**src/hw/odc_pkg.sv**
```systemverilog
// Constants, field layout and carrier types for the output pair delay block.
// Assumes one 50 MHz clock domain and AXI4-Lite access to byte-wide registers.
package odc_pkg;
    localparam int NUM_PAIRS = 7;
    localparam int PAIR_STRIDE = 8;
    localparam int DDLY_MAX = 10;

    // Register indices; byte address is four times the index
    localparam logic [9:0] IDX_DADLY_0 = 10'h103;
    localparam logic [9:0] IDX_HSSEL_0 = 10'h104;
    localparam logic [9:0] IDX_SADLY_0 = 10'h105;
    localparam logic [9:0] IDX_PD_0    = 10'h106;

    // Slot within a pair block
    localparam logic [1:0] SUB_DADLY = 2'h0;
    localparam logic [1:0] SUB_HSSEL = 2'h1;
    localparam logic [1:0] SUB_SADLY = 2'h2;
    localparam logic [1:0] SUB_PD    = 2'h3;

    // Field positions
    localparam int BIT_DEV_HS    = 6;
    localparam int BIT_SEL       = 5;
    localparam int DDLY_LSB      = 1;
    localparam int BIT_SR_HS     = 0;
    localparam int BIT_SADLY_EN  = 4;
    localparam int SADLY_LSB     = 0;
    localparam int BIT_DDLY_PD   = 7;
    localparam int BIT_HSG_PD    = 6;
    localparam int BIT_ADLYG_PD  = 5;
    localparam int BIT_ADLY_PD   = 4;
    localparam int DADLY_LSB     = 3;

    // Reset values and writable masks
    localparam logic [7:0] RST_HSSEL  = 8'h00;
    localparam logic [7:0] RST_SADLY  = 8'h00;
    localparam logic [7:0] RST_PD     = 8'h70;
    localparam logic [7:0] RST_DADLY  = 8'h00;
    localparam logic [7:0] MASK_HSSEL = 8'h7F;
    localparam logic [7:0] MASK_SADLY = 8'h1F;
    localparam logic [7:0] MASK_PD    = 8'hF0;
    localparam logic [7:0] MASK_DADLY = 8'hF8;

    // Delay figures in picoseconds, then the glitchless device delay code range
    localparam int SADLY_BASE_PS = 600;
    localparam int SADLY_STEP_PS = 150;
    localparam int DADLY_STEP_PS = 25;
    localparam int DADLY_GL_MIN  = 1;
    localparam int DADLY_GL_MAX  = 23;

    localparam logic [1:0] RESP_OKAY   = 2'h0;
    localparam logic [1:0] RESP_SLVERR = 2'h2;

    typedef struct packed {
        logic        deviceClockHalfStep;
        logic        sysrefHalfStep;
        logic        pairedOutputSelect;
        logic        digitalDelayPowerdown;
        logic        glitchlessHalfStepPowerdown;
        logic        glitchlessAnalogDelayPowerdown;
        logic        analogDelayPowerdown;
        logic [11:0] sysrefAnalogDelayPs;
        logic [9:0]  deviceClockAnalogDelayPs;
        logic        glitchlessStep;
    } odc_pair_cfg_t;
endpackage

```
**src/hw/odc_output_pair_delay.sv**
```systemverilog
// Top of the output pair delay configuration: AXI4-Lite slave and pair paths.
// Assumes a single mclk domain, asynchronous active-high reset, one master.
//
// Implementation choice: the AXI4-Lite interface to the registers.
`timescale 1ns/100ps
module odc_output_pair_delay #(
    parameter int ADDR_W   = 12,
    parameter int DDLY_MAX = odc_pkg::DDLY_MAX
) (
    input  wire logic                    mclk,
    input  wire logic                    rst,
    input  wire logic [ADDR_W-1:0]       s_axi_awaddr,
    input  wire logic                    s_axi_awvalid,
    output logic                         s_axi_awready,
    input  wire logic [31:0]             s_axi_wdata,
    input  wire logic [3:0]              s_axi_wstrb,
    input  wire logic                    s_axi_wvalid,
    output logic                         s_axi_wready,
    output logic [1:0]                   s_axi_bresp,
    output logic                         s_axi_bvalid,
    input  wire logic                    s_axi_bready,
    input  wire logic [ADDR_W-1:0]       s_axi_araddr,
    input  wire logic                    s_axi_arvalid,
    output logic                         s_axi_arready,
    output logic [31:0]                  s_axi_rdata,
    output logic [1:0]                   s_axi_rresp,
    output logic                         s_axi_rvalid,
    input  wire logic                    s_axi_rready,
    input  wire logic [6:0]              sysrefIn,
    input  wire logic [6:0]              devClkIn,
    output logic [6:0]                   pairedOutput,
    output odc_pkg::odc_pair_cfg_t [6:0] pairCfg
);
    if (ADDR_W < 11 || ADDR_W > 32) begin : g_chk
        $error("ADDR_W must be 11 to 32");
    end

    // Decode: {hit, pair[2:0], slot[1:0]}
    function automatic logic [5:0] odcDecode(input logic [ADDR_W-1:0] a);
        logic [9:0] idx;
        logic [9:0] rel;
        logic       hit;
        idx = 10'(a >> 2);
        rel = idx - odc_pkg::IDX_DADLY_0;
        hit = (idx >= odc_pkg::IDX_DADLY_0)
            && (rel < 10'(odc_pkg::NUM_PAIRS * odc_pkg::PAIR_STRIDE))
            && !rel[2]
            && (a[1:0] == 2'h0)
            && ((a >> 12) == '0); // Wide buses must not alias onto the map
        return {hit, rel[5:3], rel[1:0]};
    endfunction

    // Register storage, one byte per slot and pair
    logic [7:0] hsSel_ff [odc_pkg::NUM_PAIRS];
    logic [7:0] sadly_ff [odc_pkg::NUM_PAIRS];
    logic [7:0] pd_ff    [odc_pkg::NUM_PAIRS];
    logic [7:0] dadly_ff [odc_pkg::NUM_PAIRS];

    // Write channel holding state
    logic              awHeld_ff;
    logic              wHeld_ff;
    logic [ADDR_W-1:0] awAddr_ff;
    logic [7:0]        wByte_ff;
    logic              wLane_ff;

    // Channel handshakes
    wire logic awTake = s_axi_awvalid && s_axi_awready;
    wire logic wTake  = s_axi_wvalid && s_axi_wready;
    wire logic bDone  = s_axi_bvalid && s_axi_bready;
    wire logic arTake = s_axi_arvalid && s_axi_arready;
    wire logic rDone  = s_axi_rvalid && s_axi_rready;

    // Commit once both halves of the write are held
    wire logic       doWrite = awHeld_ff && wHeld_ff && !s_axi_bvalid;
    wire logic [5:0] wDec    = odcDecode(awAddr_ff);
    wire logic       wHit    = wDec[5];
    wire logic [2:0] wPair   = wDec[4:2];
    wire logic [1:0] wSlot   = wDec[1:0];
    wire logic       wStore  = doWrite && wHit && wLane_ff;

    // Read decode is taken straight from the address channel
    wire logic [5:0] rDec  = odcDecode(s_axi_araddr);
    wire logic       rHit  = rDec[5];
    wire logic [2:0] rPair = rDec[4:2];
    wire logic [1:0] rSlot = rDec[1:0];
    wire logic [7:0] rByte =
        !rHit                         ? 8'h00 :
        (rSlot == odc_pkg::SUB_DADLY) ? dadly_ff[rPair] :
        (rSlot == odc_pkg::SUB_HSSEL) ? hsSel_ff[rPair] :
        (rSlot == odc_pkg::SUB_SADLY) ? sadly_ff[rPair] :
                                        pd_ff[rPair];

    // Next values of the bus answers
    wire logic [1:0]  nxt_bresp  = wHit ? odc_pkg::RESP_OKAY : odc_pkg::RESP_SLVERR;
    wire logic [1:0]  nxt_rresp  = rHit ? odc_pkg::RESP_OKAY : odc_pkg::RESP_SLVERR;
    wire logic [31:0] nxt_rdata  = {24'h000000, rByte};

    // Write address and data are taken in either order and held
    always_ff @(posedge mclk or posedge rst) begin
        if (rst) begin
            awHeld_ff <= 1'b0;
            awAddr_ff <= '0;
        end else if (awTake) begin
            awHeld_ff <= 1'b1;
            awAddr_ff <= s_axi_awaddr;
        end else if (doWrite) begin
            awHeld_ff <= 1'b0;
        end
    end

    always_ff @(posedge mclk or posedge rst) begin
        if (rst) begin
            wHeld_ff <= 1'b0;
            wByte_ff <= 8'h00;
            wLane_ff <= 1'b0;
        end else if (wTake) begin
            wHeld_ff <= 1'b1;
            wByte_ff <= s_axi_wdata[7:0];
            wLane_ff <= s_axi_wstrb[0];
        end else if (doWrite) begin
            wHeld_ff <= 1'b0;
        end
    end

    // Ready drops once a beat is held, so nothing is overwritten
    always_ff @(posedge mclk or posedge rst) begin
        if (rst) begin
            s_axi_awready <= 1'b1;
            s_axi_wready  <= 1'b1;
        end else begin
            if (awTake) begin
                s_axi_awready <= 1'b0;
            end else if (bDone) begin
                s_axi_awready <= 1'b1;
            end
            if (wTake) begin
                s_axi_wready <= 1'b0;
            end else if (bDone) begin
                s_axi_wready <= 1'b1;
            end
        end
    end

    // Write response; unmapped address answers SLVERR
    always_ff @(posedge mclk or posedge rst) begin
        if (rst) begin
            s_axi_bvalid <= 1'b0;
            s_axi_bresp  <= odc_pkg::RESP_OKAY;
        end else if (doWrite) begin
            s_axi_bvalid <= 1'b1;
            s_axi_bresp  <= nxt_bresp;
        end else if (bDone) begin
            s_axi_bvalid <= 1'b0;
        end
    end

    // Read channel, one read outstanding
    always_ff @(posedge mclk or posedge rst) begin
        if (rst) begin
            s_axi_arready <= 1'b1;
            s_axi_rvalid  <= 1'b0;
            s_axi_rdata   <= 32'h00000000;
            s_axi_rresp   <= odc_pkg::RESP_OKAY;
        end else if (arTake) begin
            s_axi_arready <= 1'b0;
            s_axi_rvalid  <= 1'b1;
            s_axi_rdata   <= nxt_rdata;
            s_axi_rresp   <= nxt_rresp;
        end else if (rDone) begin
            s_axi_arready <= 1'b1;
            s_axi_rvalid  <= 1'b0;
        end
    end

    // Register file; reserved bits masked off so they read back zero
    always_ff @(posedge mclk or posedge rst) begin
        if (rst) begin
            for (int p = 0; p < odc_pkg::NUM_PAIRS; p++) begin
                hsSel_ff[p] <= odc_pkg::RST_HSSEL;
                sadly_ff[p] <= odc_pkg::RST_SADLY;
                pd_ff[p]    <= odc_pkg::RST_PD;
                dadly_ff[p] <= odc_pkg::RST_DADLY;
            end
        end else if (wStore) begin
            case (wSlot)
                odc_pkg::SUB_DADLY: begin
                    dadly_ff[wPair] <= wByte_ff & odc_pkg::MASK_DADLY;
                end
                odc_pkg::SUB_HSSEL: begin
                    hsSel_ff[wPair] <= wByte_ff & odc_pkg::MASK_HSSEL;
                end
                odc_pkg::SUB_SADLY: begin
                    sadly_ff[wPair] <= wByte_ff & odc_pkg::MASK_SADLY;
                end
                default: begin
                    pd_ff[wPair] <= wByte_ff & odc_pkg::MASK_PD;
                end
            endcase
        end
    end

    // One path per output pair
    for (genvar g = 0; g < odc_pkg::NUM_PAIRS; g++) begin : g_pair
        odc_pair_path #(
            .DDLY_MAX (DDLY_MAX)
        ) u_path (
            .mclk         (mclk),
            .rst          (rst),
            .regHsSel     (hsSel_ff[g]),
            .regSadly     (sadly_ff[g]),
            .regPd        (pd_ff[g]),
            .regDadly     (dadly_ff[g]),
            .sysrefIn     (sysrefIn[g]),
            .devClkIn     (devClkIn[g]),
            .pairedOutput (pairedOutput[g]),
            .pairCfg      (pairCfg[g])
        );
    end

    localparam int B_MIN = 1;
    localparam int B_MAX = 2;

    // Helper: decoded write to pair 1 selection register (index 0x10C)
    wire logic wrPair1Sel = wStore && wPair == 3'h1 && wSlot == odc_pkg::SUB_HSSEL;
endmodule

```
**src/hw/odc_pair_path.sv**
```systemverilog
// One output pair: paired output routing, SYSREF delay line, delay settings.
// Assumes register values already masked and inputs synchronous to mclk.
`timescale 1ns/100ps
module odc_pair_path #(
    parameter int DDLY_MAX = odc_pkg::DDLY_MAX
) (
    input  wire logic                   mclk,
    input  wire logic                   rst,
    input  wire logic [7:0]             regHsSel,
    input  wire logic [7:0]             regSadly,
    input  wire logic [7:0]             regPd,
    input  wire logic [7:0]             regDadly,
    input  wire logic                   sysrefIn,
    input  wire logic                   devClkIn,
    output logic                        pairedOutput,
    output odc_pkg::odc_pair_cfg_t      pairCfg
);
    if (DDLY_MAX < 10 || DDLY_MAX > 15) begin : g_chk
        $error("DDLY_MAX must be 10 to 15");
    end

    logic [DDLY_MAX-1:0] sysrefLine_ff;
    logic [4:0]          prevDadly_ff;
    logic                glitchless_ff;

    wire logic       selSysref = regHsSel[odc_pkg::BIT_SEL];
    wire logic [3:0] ddlyCode  = regHsSel[odc_pkg::DDLY_LSB +: 4];
    wire logic [3:0] sadlyCode = regSadly[odc_pkg::SADLY_LSB +: 4];
    wire logic [4:0] dadlyCode = regDadly[odc_pkg::DADLY_LSB +: 5];
    // Reserved codes clamp to the longest tap so the line never overruns
    wire logic [3:0] ddlyUse   = (ddlyCode > 4'(DDLY_MAX)) ? 4'(DDLY_MAX) : ddlyCode;
    wire logic       sysrefTap = (ddlyUse == 4'h0) ? sysrefIn : sysrefLine_ff[ddlyUse - 4'h1];
    wire logic       nxt_pairedOutput = selSysref ? sysrefTap : devClkIn;
    wire logic [11:0] sadlyPs = !regSadly[odc_pkg::BIT_SADLY_EN] ? 12'h000 :
        (sadlyCode == 4'h0) ? 12'h000 :
        12'(odc_pkg::SADLY_BASE_PS + odc_pkg::SADLY_STEP_PS * (int'(sadlyCode) - 1));
    wire logic [9:0] dadlyPs = regPd[odc_pkg::BIT_ADLY_PD] ? 10'h000 :
        10'(odc_pkg::DADLY_STEP_PS * int'(dadlyCode));
    wire logic dadlyStepOk = (dadlyCode - prevDadly_ff == 5'h01 || prevDadly_ff - dadlyCode == 5'h01)
        && dadlyCode >= 5'(odc_pkg::DADLY_GL_MIN) && dadlyCode <= 5'(odc_pkg::DADLY_GL_MAX)
        && prevDadly_ff >= 5'(odc_pkg::DADLY_GL_MIN) && prevDadly_ff <= 5'(odc_pkg::DADLY_GL_MAX);
    wire logic nxt_glitchless = (dadlyCode == prevDadly_ff) ? glitchless_ff :
        (!regPd[odc_pkg::BIT_ADLYG_PD] && dadlyStepOk);

    // Delay line keeps shifting in every mode, so a mode change is clean
    always_ff @(posedge mclk or posedge rst) begin
        if (rst) begin
            sysrefLine_ff <= '0;
            pairedOutput  <= 1'b0;
            prevDadly_ff  <= 5'h00;
            glitchless_ff <= 1'b0;
        end else begin
            sysrefLine_ff <= {sysrefLine_ff[DDLY_MAX-2:0], sysrefIn};
            pairedOutput  <= nxt_pairedOutput;
            prevDadly_ff  <= dadlyCode;
            glitchless_ff <= nxt_glitchless;
        end
    end

    // Settings handed to the analog delay cells
    always_ff @(posedge mclk or posedge rst) begin
        if (rst) begin
            pairCfg <= '0;
        end else begin
            pairCfg.deviceClockHalfStep            <= regHsSel[odc_pkg::BIT_DEV_HS];
            pairCfg.sysrefHalfStep                 <= regHsSel[odc_pkg::BIT_SR_HS];
            pairCfg.pairedOutputSelect             <= selSysref;
            pairCfg.digitalDelayPowerdown          <= regPd[odc_pkg::BIT_DDLY_PD];
            pairCfg.glitchlessHalfStepPowerdown    <= regPd[odc_pkg::BIT_HSG_PD];
            pairCfg.glitchlessAnalogDelayPowerdown <= regPd[odc_pkg::BIT_ADLYG_PD];
            pairCfg.analogDelayPowerdown           <= regPd[odc_pkg::BIT_ADLY_PD];
            pairCfg.sysrefAnalogDelayPs            <= sadlyPs;
            pairCfg.deviceClockAnalogDelayPs       <= dadlyPs;
            pairCfg.glitchlessStep                 <= nxt_glitchless;
        end
    end
endmodule

```
**config.mk**
```make
export PLATFORM = sky130hd
export DESIGN_NAME = odc_output_pair_delay
export DESIGN_NICKNAME = d
export VERILOG_FILES = /design/src/hw/odc_pkg.sv /design/src/hw/odc_output_pair_delay.sv /design/src/hw/odc_pair_path.sv
export SDC_FILE = /design/constraint.sdc
export NUM_CORES = 1
export LEC_CHECK = 0
export ABC_AREA = 1
export ABC_CLOCK_PERIOD_IN_PS = 18200
export BUFFER_PORTS_ARGS = -buffer_cell sky130_fd_sc_hd__buf_2
export CAP_MARGIN = 10
export CORE_MARGIN = 2
export CORE_UTILIZATION = 60
export DETAILED_ROUTE_END_ITERATION = 12
export GPL_TIMING_DRIVEN = 1
export PLACE_DENSITY = 0.82
export SYNTH_ARGS = -nofsm -noshare
export SYNTH_HDL_FRONTEND = slang
export SYNTH_SLANG_ARGS = --single-unit
```
**constraint.sdc**
```tcl
create_clock -name mclk -period 18.2 [get_ports mclk]
set_input_delay 1.82 -clock mclk [delete_from_list [all_inputs] [get_ports mclk]]
set_output_delay 1.82 -clock mclk [all_outputs]
set_load 0.02 [all_outputs]
```
==> results.sh <==
export IMPL_synth_instances=3293
export IMPL_clkLatencyLatePin_ns=0.62
export IMPL_cp_buffers_inverters=1
export IMPL_detail_route_antenna_nets=0
export IMPL_rsz0062_at_grt="no"
export IMPL_timing_critical_path_max_delay_family="adder cells"
export IMPL_cts_post_setup_buffers_inserted=0
export IMPL_avgSynthCellArea_um2=8.969
export IMPL_drt_pass1_iterations=8
export IMPL_maxSlewViolCount=0
export IMPL_first_pass_grt_wire_length_um=114700
export IMPL_muxShareOfSynthArea_pct=0.1525
export IMPL_yosys_area_share_adder_pct=19.15
export IMPL_critical_path_top_cell_by_count="ha_1"
export IMPL_power_sequential_fraction_pct=41.4
export IMPL_placedInstanceArea_um2=31330
export IMPL_synth_most_common_cell="nand2_1"
export IMPL_finish_net_count=4065
export IMPL_crit_path_max_fanout=6
export IMPL_cts_inserted_buffers=53
export IMPL_synth_simple_area_share_pct=17.05
export IMPL_whs_ns=0.3705
export IMPL_synthArstFlopShare_pct=100.0
export IMPL_die_w_um=225.9
export IMPL_track_usage_pct=28.43
export IMPL_slew_headroom_pct=17.50
export IMPL_totalNegativeSetupSlack_ns=0
export IMPL_filler_cell_count=3683
export IMPL_number_of_global_route_vias_before_repair=22516
export IMPL_setup_viol_count_final=0
export IMPL_worst_r2r_path_depth=18
export IMPL_core_region_area_um2=48750
export IMPL_synth_xor_xnor_area_share_pct=3.885
export IMPL_max_vdd_ir_drop_mv=0.07205
export IMPL_io_buffers=278
export IMPL_clockPowerShare_pct=41.7
export IMPL_p_leak_nw=17.64
export IMPL_dominant_combinational_cell_family_by_area_after_synthesis="adder cells"
export IMPL_die_ht_um=225.9
export IMPL_timing_hold_worst_path_depth=0
export IMPL_endpoint_kind="flop"
export IMPL_die_area_um2=51020
export IMPL_synth_warnings=0
export IMPL_hold_buffer_count_at_cts=0
export IMPL_routed_wl_um=71880
export IMPL_synth_cell_types=46
export IMPL_clock_skew_ns=0.02946
export IMPL_grt_overflow_total=0
export IMPL_terminus_of_the_critical_flop_to_flop_path="g_pair[6].u_path.pairCfg[21]"
export IMPL_crit_path_top_delay_cell="dfrtp_1"
export IMPL_post_syn_area_um2=29540
export IMPL_synth_flop_cell="dfrtp_1"
export IMPL_min_from="g_pair[1].u_path.sysrefLine_ff[4]"
export IMPL_cap_violations=0
export IMPL_syn_to_final_growth_pct=12.85
export IMPL_period_minus_slack_ns=4.142
export IMPL_post_cts_resized_instances=0
export IMPL_synth_area_top_cells="dfrtp_1, ha_1, nand2_1"
export IMPL_hold_path_end="g_pair[1].u_path.sysrefLine_ff[5]"
export IMPL_finalWeightedCongestion=0.9632
export IMPL_wl_per_cell_um=16.84
export IMPL_worst_ep_required_time_ns=18.73
export IMPL_ys_ff_latch=500
export IMPL_post_synth_top_area_fraction_pct=40.33
export IMPL_clk_root_buffer_cell="clkbuf_16"
export IMPL_crit_start_category="flop"
export IMPL_timing_worst_slew_pin_value_ns=1.234
export IMPL_layout_drive_gt1_share_pct=12.90
export IMPL_internal_power_w=0.002048
export IMPL_fp_row_count=81
export IMPL_final_area_um2=33330
export IMPL_crit_arrival_ns=4.67
export IMPL_first_iter_violations=1819
export IMPL_grt_max_degree=177
export IMPL_synth_top_cells_by_count="nand2_1, dfrtp_1, inv_1"
export IMPL_regToRegStartpoint="sadly_ff[0]"
export IMPL_p_sw_w=0.0008553
export IMPL_cts_buffer_depth=3
export IMPL_clock_tree_htree_level_count=2
export IMPL_synth_compound_gate_area_share_pct=9.892
export IMPL_r2r_setup_slack_ns=14.06
export IMPL_antenna_found_initial=8
export IMPL_power_share_switching_pct=29.46
export IMPL_clock_sinks=500
export IMPL_startpoint="sadly_ff[0]"
export IMPL_drcViolationCount=0
export IMPL_cts_clk_slew_worst_paths_ns=0.07
export IMPL_p_comb_share_pct=16.9
export IMPL_run_status="finished, final reports clean"
export IMPL_cells_along_the_critical_path="inv_1, ha_1, nand2_1, nor2_1, ha_1, ha_1, nor2_1, xor2_1, ha_1, or2_2, ha_1, nand2_1, o21ai_0, nand3_1, nand2_1, xor2_1, o21ai_0, a21oi_1"
export IMPL_vias=23433
export IMPL_finalCritPeriodShare_pct=22.76
export IMPL_finalHoldViolations=0
export IMPL_cp_slowest_stage_delay_ns=0.43
export IMPL_viasPerCell=5.489
export IMPL_hold_path_class="flop to flop"
export IMPL_max_freq_mhz=241.5
export IMPL_path_class="flop to flop"
export IMPL_largest_area_contributor_in_the_netlist="dfrtp_1"
export IMPL_synth_enable_flop_cells=0
export IMPL_cellPowerDensity_nw_per_um2=87.10
export IMPL_place_hpwl_um=51860
export IMPL_synth_seq_area_share_pct=42.46
export IMPL_initial_core_util_pct=60.59
export IMPL_pin_count=339
export IMPL_cts_tree="done"
## worst reg2reg max path: stages (launching register included)
cell and delay [ns]:
dfrtp_1 0.43, inv_1 0.28, ha_1 0.29, nand2_1 0.07
nor2_1 0.32, ha_1 0.30, ha_1 0.19, nor2_1 0.12
xor2_1 0.08, ha_1 0.19, or2_2 0.29, ha_1 0.35
nand2_1 0.06, o21ai_0 0.27, nand3_1 0.13, nand2_1 0.09
xor2_1 0.28, o21ai_0 0.14, a21oi_1 0.15
## state kept, by name, indices dropped and copies added (netlist names), 7 cells and up
signal,count
s_axi_rdata,8
wByte_ff,8
g_pair.u_path.pairCfg,203
pd_ff,28
dadly_ff,35
g_pair.u_path.pairedOutput,7
g_pair.u_path.sysrefLine_ff,70
sadly_ff,35
g_pair.u_path.prevDadly_ff,35
hsSel_ff,49
awAddr_ff,12
## area by class of cell
type	count	area (um^2)	area share (%)
Sequential cell	500	12540	37.63
Antenna cell	7	17.52	0.05255
Tap cell	664	830.8	2.493
Multi-Input combinational cell	2297	14930	44.81
Clock buffer	68	1505	4.516
Clock inverter	32	470.5	1.411
Inverter	414	1562	4.685
Timing Repair Buffer	287	1469	4.407
## power groups by stage
| stage | Clock [W] | Sequential [W] | Combinational [W] |
|---|---|---|---|
| floorplan | 0 | 0.00121 | 0.000350 |
| global placement | 0 | 0.00122 | 0.000469 |
| detailed placement | 0 | 0.00122 | 0.000480 |
| CTS | 0.00122 | 0.00120 | 0.000488 |
| global route | 0.00126 | 0.00121 | 0.000549 |
| finish | 0.00121 | 0.00120 | 0.000491 |
## worst max-delay path by stage
stage	slack, ns	depth (start not counted)	end
3_5_place_dp	13.79	4	g_pair[2].u_path.pairCfg[14]
4_1_cts	14.02	17	g_pair[1].u_path.pairCfg[22]
5_1_grt	13.68	18	g_pair[0].u_path.pairCfg[21]
2_1_floorplan	2.46	1	awAddr_ff[0]
3_3_place_gp	13.82	14	s_axi_rdata[4]
6_report	14.06	18	g_pair[6].u_path.pairCfg[21]
## cells in the final DEF (no fill, tap or decap), types with 52 or more instances in the layout
master / count
nand2_1: 604
dfrtp_1: 476
inv_1: 413
ha_1: 396
buf_2: 279
o21ai_0: 265
nor2_1: 242
nand3_1: 173
a21oi_1: 147
xnor2_1: 66
xor2_1: 65
clkbuf_16: 55
nand4_1: 52
## logic make-up after synthesis
kind of cell	count (synthesis)
multiplexers	4
buffers and inverters	528
AO/OA/AOI/OAI	525
other	1
adder cells (fa/ha/maj)	431
flip-flops	500
XOR/XNOR	131
AND/OR/NAND/NOR	1173
## routing by layer
metal  global-route usage (%)  up-vias  routed length (um)
li1                         -    11264                   -
met1                    35.96    11065               28900
met2                    46.54      873               33690
met3                    5.295      227                5310
met4                    15.04        4                3956
met5                        0        -                  18
## per-stage QoR
| stage | total power [W] | instances | util [%] | setup WS (ns) |
|---|---|---|---|---|
| 2_1_floorplan | 0.001565 | 3325 | - | 2.460 |
| 3_3_place_gp | 0.001687 | 4161 | 64.27 | 13.82 |
| 3_5_place_dp | 0.001700 | 4161 | 64.27 | 13.79 |
| 4_1_cts | 0.002911 | 4261 | 68.33 | 14.02 |
| 5_1_grt | 0.003019 | 4265 | 68.35 | 13.68 |
| 6_report | 0.002903 | 4269 | 68.37 | 14.06 |
Note: power is estimated with default switching activity, not from simulation.
